--- config.mk ---
export PLATFORM = sky130hd
export DESIGN_NAME = psm_bank
export DESIGN_NICKNAME = d
export VERILOG_FILES = /design/src/hw/psm_lin11_cmp.v /design/src/hw/psm_chan_mem.v /design/src/hw/psm_bank.v
export VERILOG_INCLUDE_DIRS = /design/src /design/src/hw
export SDC_FILE = /design/constraint.sdc
export NUM_CORES = 2
export LEC_CHECK = 0
export BUFFER_PORTS_ARGS = -buffer_cell sky130_fd_sc_hd__buf_2
export CAP_MARGIN = 15
export CORE_MARGIN = 4
export CORE_UTILIZATION = 30
export DETAILED_ROUTE_END_ITERATION = 16
export HOLD_SLACK_MARGIN = 0.1
export PLACE_DENSITY_LB_ADDON = 0.25
export SLEW_MARGIN = 0
export SYNTH_ARGS = -nofsm -noshare
export SYNTH_HDL_FRONTEND = slang
export SYNTH_SLANG_ARGS = --single-unit
--- constraint.sdc ---
create_clock -name clk_sys -period 4.9 [get_ports clk_sys]
set_input_delay 0.735 -clock clk_sys [delete_from_list [all_inputs] [get_ports clk_sys]]
set_output_delay 0.735 -clock clk_sys [all_outputs]
set_load 0.01 [all_outputs]
--- src/hw/psm_regs.vh ---
// Command codes, reset values and field positions of the status, telemetry and configuration bank.
`ifndef PSM_REGS_VH
`define PSM_REGS_VH
`define PSM_CMD_INPUT_STATUS        8'h7C
`define PSM_CMD_TEMPERATURE_STATUS  8'h7D
`define PSM_CMD_COMM_MEMORY_STATUS  8'h7E
`define PSM_CMD_VENDOR_STATE_STATUS 8'h80
`define PSM_CMD_INPUT_VOLTAGE       8'h88
`define PSM_CMD_OUTPUT_VOLTAGE      8'h8B
`define PSM_CMD_DIE_TEMPERATURE     8'h8D
`define PSM_CMD_PROTOCOL_REVISION   8'h98
`define PSM_CMD_CHANNEL_CONFIG      8'hD0
`define PSM_CMD_GLOBAL_CONFIG       8'hD1
`define PSM_CMD_PAIR0_PROPAGATE     8'hD2
`define PSM_CMD_PAIR1_PROPAGATE     8'hD3
`define PSM_CMD_SUPPLY_GOOD_MAP     8'hD4
`define PSM_CMD_FAULT_A_RESPONSE    8'hD5
`define PSM_CMD_FAULT_B_RESPONSE    8'hD6
`define PSM_CMD_FAULT_C_RESPONSE    8'hD7
`define PSM_CMD_FAULT_D_RESPONSE    8'hD8
`define PSM_CMD_ENABLE_OV_RESPONSE  8'hD9
`define PSM_CMD_ENABLE_UV_RESPONSE  8'hDA
`define PSM_CMD_RETRY_INTERVAL      8'hDB
`define PSM_CMD_RESTART_DELAY       8'hDC
`define PSM_CMD_OUTPUT_MAXIMUM      8'hDD
`define PSM_CMD_INPUT_MAXIMUM       8'hDE
`define PSM_CMD_TEMPERATURE_MAXIMUM 8'hDF
`define PSM_RST_CHANNEL_CONFIG      16'h0080
`define PSM_RST_GLOBAL_CONFIG       8'h7B
`define PSM_RST_BYTE_ZERO           8'h00
`define PSM_RST_WORD_ZERO           16'h0000
`define PSM_RST_RETRY_INTERVAL      16'hF320
`define PSM_RST_RESTART_DELAY       16'hFB20
`define PSM_LIN11_EXP_MSB           15
`define PSM_LIN11_EXP_LSB           11
`define PSM_LIN11_MANT_MSB          10
`define PSM_CML_INVALID_CMD_BIT     7
`define PSM_CML_INVALID_DATA_BIT    6
`define PSM_PEAK_FLOOR_LIN11        16'h8000
`define PSM_PEAK_FLOOR_LIN16        16'h0000
`define PSM_TICK_PERIOD_NS          1000000
`define PSM_CLK_PERIOD_NS           50
`endif

--- src/hw/psm_lin11_cmp.v ---
// Compares two linear eleven bit format words by value.
`timescale 1ns/1ps
`default_nettype none
`include "psm_regs.vh"
module psm_lin11_cmp (
	input  wire [15:0] value_a,
	input  wire [15:0] value_b,
	output wire        a_greater
);
	wire signed [4:0]  exp_a;
	wire signed [4:0]  exp_b;
	wire signed [10:0] mant_a;
	wire signed [10:0] mant_b;
	wire signed [47:0] scaled_a;
	wire signed [47:0] scaled_b;
	assign exp_a    = value_a[`PSM_LIN11_EXP_MSB:`PSM_LIN11_EXP_LSB];
	assign exp_b    = value_b[`PSM_LIN11_EXP_MSB:`PSM_LIN11_EXP_LSB];
	assign mant_a   = value_a[`PSM_LIN11_MANT_MSB:0];
	assign mant_b   = value_b[`PSM_LIN11_MANT_MSB:0];
	// Flipping the exponent sign bit gives exponent plus sixteen, so no fraction bit is lost.
	assign scaled_a = {{37{mant_a[10]}}, mant_a} << {~exp_a[4], exp_a[3:0]};
	assign scaled_b = {{37{mant_b[10]}}, mant_b} << {~exp_b[4], exp_b[3:0]};
	assign a_greater = scaled_a > scaled_b;
endmodule
`default_nettype wire

--- src/hw/psm_chan_mem.v ---
// Small per-channel word memory with registered read data.
`timescale 1ns/1ps
`default_nettype none
module psm_chan_mem #(
	parameter WIDTH = 16,
	parameter DEPTH = 8,
	parameter AW    = 3,
	parameter [15:0] INIT = 16'h0000
) (
	input  wire             clk_sys,
	input  wire             reset_n,
	input  wire             wr_en,
	input  wire [AW-1:0]    wr_addr,
	input  wire [WIDTH-1:0] wr_data,
	input  wire [AW-1:0]    rd_addr,
	output reg  [WIDTH-1:0] rd_data,
	output wire [WIDTH*DEPTH-1:0] all_data
);
	genvar i;
	generate
		for (i = 0; i < DEPTH; i = i + 1) begin : g_word
			reg [WIDTH-1:0] word_reg;
			always @(posedge clk_sys or negedge reset_n) begin
				if (!reset_n)
					word_reg <= INIT[WIDTH-1:0];
				else if (wr_en && wr_addr == i)
					word_reg <= wr_data;
			end
			assign all_data[i*WIDTH +: WIDTH] = word_reg;
		end
	endgenerate
	always @(posedge clk_sys or negedge reset_n) begin
		if (!reset_n)
			rd_data <= {WIDTH{1'b0}};
		else
			rd_data <= all_data[rd_addr*WIDTH +: WIDTH];
	end
endmodule
`default_nettype wire

--- src/hw/psm_bank.v ---
// Command-addressed status, telemetry and configuration bank of an eight channel supply manager.
//
// Function
// - read-only input status byte at 0x7C
// - read-only temperature status byte at 0x7D
// - read-only communication/memory status byte at 0x7E
// - paged read-only vendor state byte 0x80
// - input voltage eleven bit word at 0x88
// - paged output voltage 0x8B, non-paged temperature 0x8D
// - read-only protocol revision byte at 0x98
// - paged channel config word 0xD0, reset 0x0080
// - global config byte 0xD1, reset 0x7B
// - paged 0xD2 routes faulted-off to pair0
// - paged 0xD3 routes faulted-off to pair1
// - 0xD4 maps good states onto supply-good pin
// - fault pin responses 0xD5 to 0xD8
// - 0xD9 enable-pin overvoltage response
// - 0xDA enable-pin undervoltage response
// - retry interval word 0xDB, default 200ms
// - restart delay word 0xDC, default 400ms
// - peak trackers at 0xDD, 0xDE, 0xDF
// - eleven bit linear is mantissa times power
`timescale 1ns/1ps
`default_nettype none
`include "psm_regs.vh"
module psm_bank #(
	parameter CHANNELS = 8,
	parameter PAGE_W   = 3,
	parameter [7:0] REVISION_CODE = 8'h5A,
	parameter TICK_CYCLES = `PSM_TICK_PERIOD_NS / `PSM_CLK_PERIOD_NS
) (
	input  wire                  clk_sys,
	input  wire                  reset_n,
	input  wire [PAGE_W-1:0]     page,
	input  wire                  cmd_valid,
	input  wire                  cmd_write,
	input  wire                  cmd_word,
	input  wire [7:0]            cmd_code,
	input  wire [15:0]           cmd_wdata,
	output reg  [15:0]           cmd_rdata,
	output reg                   cmd_ack,
	input  wire                  cml_clear,
	input  wire [7:0]            input_fault_flags,
	input  wire [7:0]            temperature_fault_flags,
	input  wire [7:0]            memory_fault_flags,
	input  wire [8*CHANNELS-1:0] vendor_state_flags,
	input  wire                  sample_valid,
	input  wire [15:0]           input_voltage_sample,
	input  wire [15:0]           die_temperature_sample,
	input  wire                  vout_valid,
	input  wire [PAGE_W-1:0]     vout_channel,
	input  wire [15:0]           vout_sample,
	input  wire [CHANNELS-1:0]   channel_faulted_off,
	input  wire [CHANNELS-1:0]   channel_power_good,
	input  wire                  watchdog_reset_pin,
	input  wire                  shared_fault_pin_a,
	input  wire                  shared_fault_pin_b,
	input  wire                  shared_fault_pin_c,
	input  wire                  shared_fault_pin_d,
	input  wire                  retry_start,
	input  wire                  run_request_pin,
	input  wire                  output_ov_fault,
	input  wire                  output_uv_fault,
	output reg                   shared_fault_pin_a_oe,
	output reg                   shared_fault_pin_b_oe,
	output reg                   shared_fault_pin_c_oe,
	output reg                   shared_fault_pin_d_oe,
	output reg                   supply_good_pin,
	output reg  [7:0]            fault_pin_action,
	output reg                   input_supply_enable_pin,
	output reg                   retry_due,
	output reg                   run_request_virtual,
	output wire [16*CHANNELS-1:0] channel_config_all,
	output reg  [7:0]            global_config_out
);
	// Pin synchronisers: first stage feeds only the second.
	reg  [6:0] pin_meta_reg;
	reg  [6:0] pin_sync_reg;
	always @(posedge clk_sys or negedge reset_n) begin
		if (!reset_n) begin
			// The run pin resets low so that leaving reset cannot fake a run edge.
			pin_meta_reg <= 7'h3F;
			pin_sync_reg <= 7'h3F;
		end else begin
			pin_meta_reg <= {run_request_pin, watchdog_reset_pin, shared_fault_pin_d,
				shared_fault_pin_c, shared_fault_pin_b, shared_fault_pin_a, 1'b1};
			pin_sync_reg <= pin_meta_reg;
		end
	end
	wire [3:0] fault_pin_sync = pin_sync_reg[4:1];
	wire       watchdog_ok    = pin_sync_reg[5];
	wire       run_sync       = pin_sync_reg[6];

	wire wr = cmd_valid && cmd_write;
	wire rd = cmd_valid && !cmd_write;

	// Non-paged writable registers and the communication status byte.
	reg [7:0]  pair_prop_unused_reg;
	reg [15:0] supply_good_map_reg;
	reg [7:0]  fault_response_reg [0:3];
	reg [7:0]  enable_ov_response_reg;
	reg [7:0]  enable_uv_response_reg;
	reg [15:0] retry_interval_reg;
	reg [15:0] restart_delay_reg;
	reg [7:0]  cml_reg;
	integer k;

	always @(posedge clk_sys or negedge reset_n) begin
		if (!reset_n) begin
			global_config_out      <= `PSM_RST_GLOBAL_CONFIG;
			supply_good_map_reg    <= `PSM_RST_WORD_ZERO;
			enable_ov_response_reg <= `PSM_RST_BYTE_ZERO;
			enable_uv_response_reg <= `PSM_RST_BYTE_ZERO;
			retry_interval_reg     <= `PSM_RST_RETRY_INTERVAL;
			restart_delay_reg      <= `PSM_RST_RESTART_DELAY;
			for (k = 0; k < 4; k = k + 1)
				fault_response_reg[k] <= `PSM_RST_BYTE_ZERO;
		end else if (wr) begin
			case (cmd_code)
			`PSM_CMD_GLOBAL_CONFIG:     global_config_out      <= cmd_wdata[7:0];
			`PSM_CMD_SUPPLY_GOOD_MAP:   supply_good_map_reg    <= cmd_wdata;
			`PSM_CMD_FAULT_A_RESPONSE:  fault_response_reg[0]  <= cmd_wdata[7:0];
			`PSM_CMD_FAULT_B_RESPONSE:  fault_response_reg[1]  <= cmd_wdata[7:0];
			`PSM_CMD_FAULT_C_RESPONSE:  fault_response_reg[2]  <= cmd_wdata[7:0];
			`PSM_CMD_FAULT_D_RESPONSE:  fault_response_reg[3]  <= cmd_wdata[7:0];
			`PSM_CMD_ENABLE_OV_RESPONSE: enable_ov_response_reg <= cmd_wdata[7:0];
			`PSM_CMD_ENABLE_UV_RESPONSE: enable_uv_response_reg <= cmd_wdata[7:0];
			`PSM_CMD_RETRY_INTERVAL:    retry_interval_reg     <= cmd_wdata;
			`PSM_CMD_RESTART_DELAY:     restart_delay_reg      <= cmd_wdata;
			default: ;
			endcase
		end
	end

	// Paged config registers and the output peak tracker live in per-channel memories.
	wire [15:0] chan_cfg_rd;
	wire [15:0] prop0_rd;
	wire [15:0] prop1_rd;
	wire [15:0] vpeak_rd;
	wire [16*CHANNELS-1:0] prop0_all;
	wire [16*CHANNELS-1:0] prop1_all;
	wire [16*CHANNELS-1:0] vpeak_all;
	wire [15:0] vpeak_cur = vpeak_all[vout_channel*16 +: 16];
	psm_chan_mem #(.WIDTH(16), .DEPTH(CHANNELS), .AW(PAGE_W), .INIT(`PSM_RST_CHANNEL_CONFIG)) u_cfg (
		.clk_sys(clk_sys), .reset_n(reset_n),
		.wr_en(wr && cmd_code == `PSM_CMD_CHANNEL_CONFIG), .wr_addr(page), .wr_data(cmd_wdata),
		.rd_addr(page), .rd_data(chan_cfg_rd), .all_data(channel_config_all));
	psm_chan_mem #(.WIDTH(16), .DEPTH(CHANNELS), .AW(PAGE_W), .INIT(`PSM_RST_WORD_ZERO)) u_prop0 (
		.clk_sys(clk_sys), .reset_n(reset_n),
		.wr_en(wr && cmd_code == `PSM_CMD_PAIR0_PROPAGATE), .wr_addr(page),
		.wr_data({8'h00, cmd_wdata[7:0]}),
		.rd_addr(page), .rd_data(prop0_rd), .all_data(prop0_all));
	psm_chan_mem #(.WIDTH(16), .DEPTH(CHANNELS), .AW(PAGE_W), .INIT(`PSM_RST_WORD_ZERO)) u_prop1 (
		.clk_sys(clk_sys), .reset_n(reset_n),
		.wr_en(wr && cmd_code == `PSM_CMD_PAIR1_PROPAGATE), .wr_addr(page),
		.wr_data({8'h00, cmd_wdata[7:0]}),
		.rd_addr(page), .rd_data(prop1_rd), .all_data(prop1_all));
	// output peak, unsigned sixteen bit linear.
	psm_chan_mem #(.WIDTH(16), .DEPTH(CHANNELS), .AW(PAGE_W), .INIT(`PSM_PEAK_FLOOR_LIN16)) u_vpeak (
		.clk_sys(clk_sys), .reset_n(reset_n),
		.wr_en(vout_valid && vout_sample > vpeak_cur), .wr_addr(vout_channel), .wr_data(vout_sample),
		.rd_addr(page), .rd_data(vpeak_rd), .all_data(vpeak_all));

	// Latest telemetry and non-paged peaks.
	reg  [15:0] vin_reg;
	reg  [15:0] temp_reg;
	reg  [15:0] vin_peak_reg;
	reg  [15:0] temp_peak_reg;
	reg  [16*CHANNELS-1:0] vout_reg;
	wire vin_higher;
	wire temp_higher;
	psm_lin11_cmp u_cmp_vin (.value_a(input_voltage_sample), .value_b(vin_peak_reg), .a_greater(vin_higher));
	psm_lin11_cmp u_cmp_tmp (.value_a(die_temperature_sample), .value_b(temp_peak_reg), .a_greater(temp_higher));
	always @(posedge clk_sys or negedge reset_n) begin
		if (!reset_n) begin
			vin_reg       <= `PSM_RST_WORD_ZERO;
			temp_reg      <= `PSM_RST_WORD_ZERO;
			vin_peak_reg  <= `PSM_PEAK_FLOOR_LIN11;
			temp_peak_reg <= `PSM_PEAK_FLOOR_LIN11;
			vout_reg      <= {16*CHANNELS{1'b0}};
		end else begin
			if (sample_valid) begin
				vin_reg  <= input_voltage_sample;
				temp_reg <= die_temperature_sample;
				if (vin_higher)
					vin_peak_reg <= input_voltage_sample;
				if (temp_higher)
					temp_peak_reg <= die_temperature_sample;
			end
			if (vout_valid)
				vout_reg[vout_channel*16 +: 16] <= vout_sample;
		end
	end

	// Read-only commands and unknown commands.
	reg is_ro;
	reg is_known;
	always @* begin
		is_ro = 1'b0;
		is_known = 1'b1;
		case (cmd_code)
		`PSM_CMD_INPUT_STATUS, `PSM_CMD_TEMPERATURE_STATUS, `PSM_CMD_COMM_MEMORY_STATUS,
		`PSM_CMD_VENDOR_STATE_STATUS, `PSM_CMD_INPUT_VOLTAGE, `PSM_CMD_OUTPUT_VOLTAGE,
		`PSM_CMD_DIE_TEMPERATURE, `PSM_CMD_PROTOCOL_REVISION, `PSM_CMD_OUTPUT_MAXIMUM,
		`PSM_CMD_INPUT_MAXIMUM, `PSM_CMD_TEMPERATURE_MAXIMUM: is_ro = 1'b1;
		`PSM_CMD_CHANNEL_CONFIG, `PSM_CMD_GLOBAL_CONFIG, `PSM_CMD_PAIR0_PROPAGATE,
		`PSM_CMD_PAIR1_PROPAGATE, `PSM_CMD_SUPPLY_GOOD_MAP, `PSM_CMD_FAULT_A_RESPONSE,
		`PSM_CMD_FAULT_B_RESPONSE, `PSM_CMD_FAULT_C_RESPONSE, `PSM_CMD_FAULT_D_RESPONSE,
		`PSM_CMD_ENABLE_OV_RESPONSE, `PSM_CMD_ENABLE_UV_RESPONSE, `PSM_CMD_RETRY_INTERVAL,
		`PSM_CMD_RESTART_DELAY: is_ro = 1'b0;
		default: is_known = 1'b0;
		endcase
	end

	// Communication status: hardware set wins over software clear.
	wire [7:0] cml_set = {wr && is_ro, cmd_valid && !is_known, 6'h00};
	always @(posedge clk_sys or negedge reset_n) begin
		if (!reset_n)
			cml_reg <= `PSM_RST_BYTE_ZERO;
		else
			cml_reg <= (cml_clear ? 8'h00 : cml_reg) | cml_set;
	end

	// Read path: data follows two cycles after the request, with the ack.
	reg        rd_pend_reg;
	reg [7:0]  rd_code_reg;
	always @(posedge clk_sys or negedge reset_n) begin
		if (!reset_n) begin
			rd_pend_reg <= 1'b0;
			rd_code_reg <= 8'h00;
		end else begin
			rd_pend_reg <= rd;
			rd_code_reg <= cmd_code;
		end
	end
	reg [15:0] rdata_next;
	always @* begin
		case (rd_code_reg)
		`PSM_CMD_INPUT_STATUS:        rdata_next = {8'h00, input_fault_flags};
		`PSM_CMD_TEMPERATURE_STATUS:  rdata_next = {8'h00, temperature_fault_flags};
		`PSM_CMD_COMM_MEMORY_STATUS:  rdata_next = {8'h00, cml_reg | memory_fault_flags};
		`PSM_CMD_VENDOR_STATE_STATUS: rdata_next = {8'h00, vendor_state_flags[page*8 +: 8]};
		`PSM_CMD_INPUT_VOLTAGE:       rdata_next = vin_reg;
		`PSM_CMD_OUTPUT_VOLTAGE:      rdata_next = vout_reg[page*16 +: 16];
		`PSM_CMD_DIE_TEMPERATURE:     rdata_next = temp_reg;
		`PSM_CMD_PROTOCOL_REVISION:   rdata_next = {8'h00, REVISION_CODE};
		`PSM_CMD_CHANNEL_CONFIG:      rdata_next = chan_cfg_rd;
		`PSM_CMD_GLOBAL_CONFIG:       rdata_next = {8'h00, global_config_out};
		`PSM_CMD_PAIR0_PROPAGATE:     rdata_next = prop0_rd;
		`PSM_CMD_PAIR1_PROPAGATE:     rdata_next = prop1_rd;
		`PSM_CMD_SUPPLY_GOOD_MAP:     rdata_next = supply_good_map_reg;
		`PSM_CMD_FAULT_A_RESPONSE:    rdata_next = {8'h00, fault_response_reg[0]};
		`PSM_CMD_FAULT_B_RESPONSE:    rdata_next = {8'h00, fault_response_reg[1]};
		`PSM_CMD_FAULT_C_RESPONSE:    rdata_next = {8'h00, fault_response_reg[2]};
		`PSM_CMD_FAULT_D_RESPONSE:    rdata_next = {8'h00, fault_response_reg[3]};
		`PSM_CMD_ENABLE_OV_RESPONSE:  rdata_next = {8'h00, enable_ov_response_reg};
		`PSM_CMD_ENABLE_UV_RESPONSE:  rdata_next = {8'h00, enable_uv_response_reg};
		`PSM_CMD_RETRY_INTERVAL:      rdata_next = retry_interval_reg;
		`PSM_CMD_RESTART_DELAY:       rdata_next = restart_delay_reg;
		`PSM_CMD_OUTPUT_MAXIMUM:      rdata_next = vpeak_rd;
		`PSM_CMD_INPUT_MAXIMUM:       rdata_next = vin_peak_reg;
		`PSM_CMD_TEMPERATURE_MAXIMUM: rdata_next = temp_peak_reg;
		default:                      rdata_next = 16'hFFFF;
		endcase
	end
	always @(posedge clk_sys or negedge reset_n) begin
		if (!reset_n) begin
			cmd_rdata <= 16'h0000;
			cmd_ack   <= 1'b0;
		end else begin
			cmd_ack   <= rd_pend_reg | wr;
			cmd_rdata <= rd_pend_reg ? rdata_next : cmd_rdata;
		end
	end

	// Fault pin drive, supply-good and enable pin.
	reg [CHANNELS-1:0] prop0_bits;
	reg [CHANNELS-1:0] prop1_bits;
	integer c;
	always @* begin
		for (c = 0; c < CHANNELS; c = c + 1) begin
			prop0_bits[c] = prop0_all[c*16] & channel_faulted_off[c];
			prop1_bits[c] = prop1_all[c*16] & channel_faulted_off[c];
		end
	end
	wire [CHANNELS-1:0] good_miss = supply_good_map_reg[CHANNELS-1:0] & ~channel_power_good;
	always @(posedge clk_sys or negedge reset_n) begin
		if (!reset_n) begin
			shared_fault_pin_a_oe   <= 1'b0;
			shared_fault_pin_b_oe   <= 1'b0;
			shared_fault_pin_c_oe   <= 1'b0;
			shared_fault_pin_d_oe   <= 1'b0;
			supply_good_pin         <= 1'b0;
			fault_pin_action        <= 8'h00;
			input_supply_enable_pin <= 1'b1;
		end else begin
			shared_fault_pin_a_oe <= |prop0_bits;
			shared_fault_pin_c_oe <= |prop0_bits;
			shared_fault_pin_b_oe <= |prop1_bits;
			shared_fault_pin_d_oe <= |prop1_bits;
			supply_good_pin <= ~|good_miss & (watchdog_ok | ~supply_good_map_reg[15]);
			fault_pin_action <= (~fault_pin_sync[0] ? fault_response_reg[0] : 8'h00)
				| (~fault_pin_sync[1] ? fault_response_reg[1] : 8'h00)
				| (~fault_pin_sync[2] ? fault_response_reg[2] : 8'h00)
				| (~fault_pin_sync[3] ? fault_response_reg[3] : 8'h00);
			// enable pin pull-down on selected faults.
			if ((output_ov_fault && enable_ov_response_reg[7]) || (output_uv_fault && enable_uv_response_reg[7]))
				input_supply_enable_pin <= 1'b0;
		end
	end

	// Millisecond tick and delay timers.
	reg [31:0] tick_cnt_reg;
	wire       tick = (tick_cnt_reg == TICK_CYCLES - 1);
	always @(posedge clk_sys or negedge reset_n) begin
		if (!reset_n)
			tick_cnt_reg <= 32'h0;
		else
			tick_cnt_reg <= tick ? 32'h0 : tick_cnt_reg + 32'h1;
	end
	function [15:0] lin11_ms;
		input [15:0] v;
		reg signed [4:0] e;
		reg [10:0] m;
		begin
			e = v[`PSM_LIN11_EXP_MSB:`PSM_LIN11_EXP_LSB];
			m = v[10] ? 11'h000 : v[`PSM_LIN11_MANT_MSB:0];
			lin11_ms = e[4] ? ({5'h00, m} >> (-e)) : ({5'h00, m} << e);
		end
	endfunction
	reg [15:0] retry_cnt_reg;
	reg [15:0] restart_cnt_reg;
	reg        retry_run_reg;
	reg        restart_run_reg;
	reg        run_prev_reg;
	always @(posedge clk_sys or negedge reset_n) begin
		if (!reset_n) begin
			retry_cnt_reg       <= 16'h0;
			restart_cnt_reg     <= 16'h0;
			retry_run_reg       <= 1'b0;
			restart_run_reg     <= 1'b0;
			run_prev_reg        <= 1'b0;
			retry_due           <= 1'b0;
			run_request_virtual <= 1'b0;
		end else begin
			run_prev_reg <= run_sync;
			retry_due    <= 1'b0;
			if (retry_start) begin
				retry_run_reg <= 1'b1;
				retry_cnt_reg <= lin11_ms(retry_interval_reg);
			end else if (retry_run_reg && tick) begin
				if (retry_cnt_reg == 16'h0) begin
					retry_run_reg <= 1'b0;
					retry_due     <= 1'b1;
				end else
					retry_cnt_reg <= retry_cnt_reg - 16'h1;
			end
			if (!run_sync) begin
				restart_run_reg     <= 1'b0;
				run_request_virtual <= 1'b0;
			end else if (!run_prev_reg) begin
				restart_run_reg <= 1'b1;
				restart_cnt_reg <= lin11_ms(restart_delay_reg);
			end else if (restart_run_reg && tick) begin
				if (restart_cnt_reg == 16'h0) begin
					restart_run_reg     <= 1'b0;
					run_request_virtual <= 1'b1;
				end else
					restart_cnt_reg <= restart_cnt_reg - 16'h1;
			end
		end
	end
endmodule
`default_nettype wire

==> impl_metrics.env <==
export IMPL_tritoncts="done"
export IMPL_cts_made_buffers=98
export IMPL_grtUsageTotal_pct=20.6
export IMPL_synth_common_cells="807 x dfrtp_1, 601 x mux2_2, 456 x nand2_1"
export IMPL_slowest_stage="dfrtp_1"
export IMPL_drt_first_pass_iters=7
export IMPL_ctsHoldBuffers=8
export IMPL_worstPathRequired_ns=5.49
export IMPL_tightest_slew_ns=1.14
export IMPL_syn_inst=4137
export IMPL_clock_latency_ns=0.73
export IMPL_slew_violations=0
export IMPL_avgSynthCellArea_sq_um=11.3
export IMPL_grt_max_degree=114
export IMPL_cts_root_buf="clkbuf_16"
export IMPL_max_freq_mhz=230
export IMPL_ys_warn_count=0
export IMPL_p_leak_nw=24.4
export IMPL_timing_final_crit_share_pct=88.7
export IMPL_peakVddDrop_uv=288
export IMPL_synth_top_area_share_pct=43.0
export IMPL_synthesis_area_sq_um=46900
export IMPL_power_mw=23.3
export IMPL_fp_dieH_microns=404
export IMPL_finalInstanceArea_sq_um=54500
export IMPL_synth_seq_cells=849
export IMPL_synthFlopType="dfrtp_1"
export IMPL_grt_overflow_total=0
export IMPL_htreeDepth=3
export IMPL_r2r_slack_ns=0.55
export IMPL_finClkSkew_ns=0.0404
export IMPL_wl_per_cell_microns=26.1
export IMPL_maxCapViolCount=0
export IMPL_critPathKind="reg2reg"
export IMPL_boundaryPins=368
export IMPL_synth_edf_count=0
export IMPL_clockBufferDepth=3
export IMPL_slew_headroom_pct=23.9
export IMPL_setup_tns_ns=0
export IMPL_drcViolationCount=0
export IMPL_r2r_end="vin_peak_reg[9]"
export IMPL_rsz0062_at_grt="no"
export IMPL_core_rowCount=144
export IMPL_power_density_nw_per_um2=428
export IMPL_synth_distinct_cells=86
export IMPL_synth_most_common_cell="dfrtp_1"
export IMPL_cpMostUsedCell="mux2_2"
export IMPL_syn2layout_area_growth_pct=16.2
export IMPL_drt_wl_total_microns=171000
export IMPL_vias_per_cell=5.46
export IMPL_drtAntennaViolNets=0
export IMPL_hold_viol_final=0
export IMPL_hp_class="in2reg"
export IMPL_path_max_fanout=17
export IMPL_synthArstFlopShare_pct=100
export IMPL_drtIter0Drc=3278
export IMPL_gp_congestion=0.950
export IMPL_critPathCapture="vin_peak_reg[9]"
export IMPL_cp_end_kind="flop"
export IMPL_antenna_found_initial=25
export IMPL_fin_crit_ns=4.35
export IMPL_vias=35800
export IMPL_crit_path_start="vin_peak_reg[11]"
export IMPL_portBuffers=366
export IMPL_r2r_start="vin_peak_reg[11]"
export IMPL_critical_path_max_stage_delay_ns=0.75
export IMPL_die_x_microns=404
export IMPL_ys_seq_area_share_pct=45.4
export IMPL_clock_sinks=849
export IMPL_initial_core_util_pct=30.3
export IMPL_die_area_sq_um=163000
export IMPL_postCtsSetupBuffers=0
export IMPL_place_area_sq_um=51100
export IMPL_drive_above_1_share_pct=33.7
export IMPL_cts_clk_slew_worst_paths_ns=0.06
export IMPL_grt_pass1_wl_microns=250000
export IMPL_rr_worst_depth=15
export IMPL_synth_area_leaders="dfrtp_1 43%, mux2_2 14%, mux4_2 9.0%"
export IMPL_core_sq_um=155000
export IMPL_synth_largest_area_cell="dfrtp_1"
export IMPL_grt_pass1_vias=35400
export IMPL_cp_start_kind="flop"
export IMPL_synth_nets=4447
export IMPL_fin_nets=4723
export IMPL_outcome="finished clean"
export IMPL_cp_arrival_ns=4.94
export IMPL_hold_start="cmd_code[7]"
export IMPL_post_cts_resized=0
export IMPL_worstPathCellList="mux2_2 -> a21oi_1 -> o21ai_0 -> o21ba_2 -> a22oi_1 -> ha_1 -> nand4_1 -> nor4_1 -> a2bb2oi_1 -> a22o_1 -> o211ai_1 -> a221oi_1 -> o22ai_2 -> buf_12 -> mux2_2"
export IMPL_final_setup_viol_count=0
export IMPL_dp_hpwl_microns=123000
-- logic make-up (layout without fill, tap and decap cells) --
group / after synthesis / in the layout / synth area share [%]
simple gates: 1046 / 1046 / 10.4
mux: 922 / 922 / 26.3
flops: 849 / 849 / 45.4
compound gates: 788 / 788 / 10.8
buf+inv: 374 / 734 / 3.27
fa+ha+maj: 111 / 111 / 2.96
xor+xnor: 47 / 47 / 0.877
other cells: 0 / 7 / 0
-- metrics by stage --
stage	setup WS, ns	util, %	std cells	hold slack (ns)
global route	0.289	35.2	6543	0.132
finish	0.553	35.2	6548	0.153
detailed placement	0.287	33.0	6349	0.348
CTS	0.575	35.2	6541	0.112
global placement	0.268	33.0	6349	0.348
floorplan	0.343	-	4137	0.331
-- how the worst min path moves through the flow --
stage / to / slack, ns / cells past startpoint
6_report: rd_code_reg[7] / 0.15 / 1
4_1_cts: rd_code_reg[7] / 0.11 / 1
5_1_grt: rd_code_reg[7] / 0.13 / 1
2_1_floorplan: pin_sync_reg[6] / 0.33 / 0
3_3_place_gp: pin_sync_reg[2] / 0.35 / 0
3_5_place_dp: pin_sync_reg[2] / 0.35 / 0
-- where the power goes --
group          switching, mW  internal [mW]  total, mW
registers               1.03           8.02       9.05
logic                   3.58           3.01       6.59
clock network           3.19           4.49       7.68
-- per-layer routing --
| metal | up-vias | wire length [microns] | part of all wire (%) | track usage [%] |
|---|---|---|---|---|
| li1 | 15900 | - | - | - |
| met1 | 18400 | 77700 | 45 | 29.4 |
| met2 | 1236 | 75800 | 44 | 31.4 |
| met3 | 229 | 13300 | 7.8 | 4.88 |
| met4 | 12 | 3840 | 2.2 | 4.97 |
| met5 | - | 94 | 0.055 | 0 |
-- layout make-up --
type                            instances  area, sq um
Multi-Input combinational cell       2914        24100
Fill cell                           15400       100000
Timing Repair Buffer                  476         2880
Sequential cell                       849        21300
Inverter                               74          278
Antenna cell                            7         17.5
Tap cell                             2044         2560
Clock buffer                          144         2860
Clock inverter                         40          503
-- critical path: cells and delay by family, from the launching register on --
kind,cells,cell delay [ns]
compound gates,9,1.81
mux,2,0.77
flops,1,0.75
simple gates,2,0.52
buf+inv,1,0.19
fa+ha+maj,1,0.17
-- layout by cell type (no fill, tap or decap), types with 27 or more instances in the layout --
master,n
mux2i_1,131
nand4_1,45
a21oi_1,119
o21ai_0,275
clkbuf_16,99
nand2_1,456
dfrtp_1,807
nor3_1,51
o22ai_1,27
nand3_1,57
buf_4,89
buf_2,362
a221oi_1,28
dfstp_2,42
mux4_2,188
mux2_2,601
xnor2_1,33
a31oi_1,36
ha_1,111
inv_1,66
a22oi_1,108
nor2_1,221
nor4_1,27
Power figures use the tool's default switching activity.
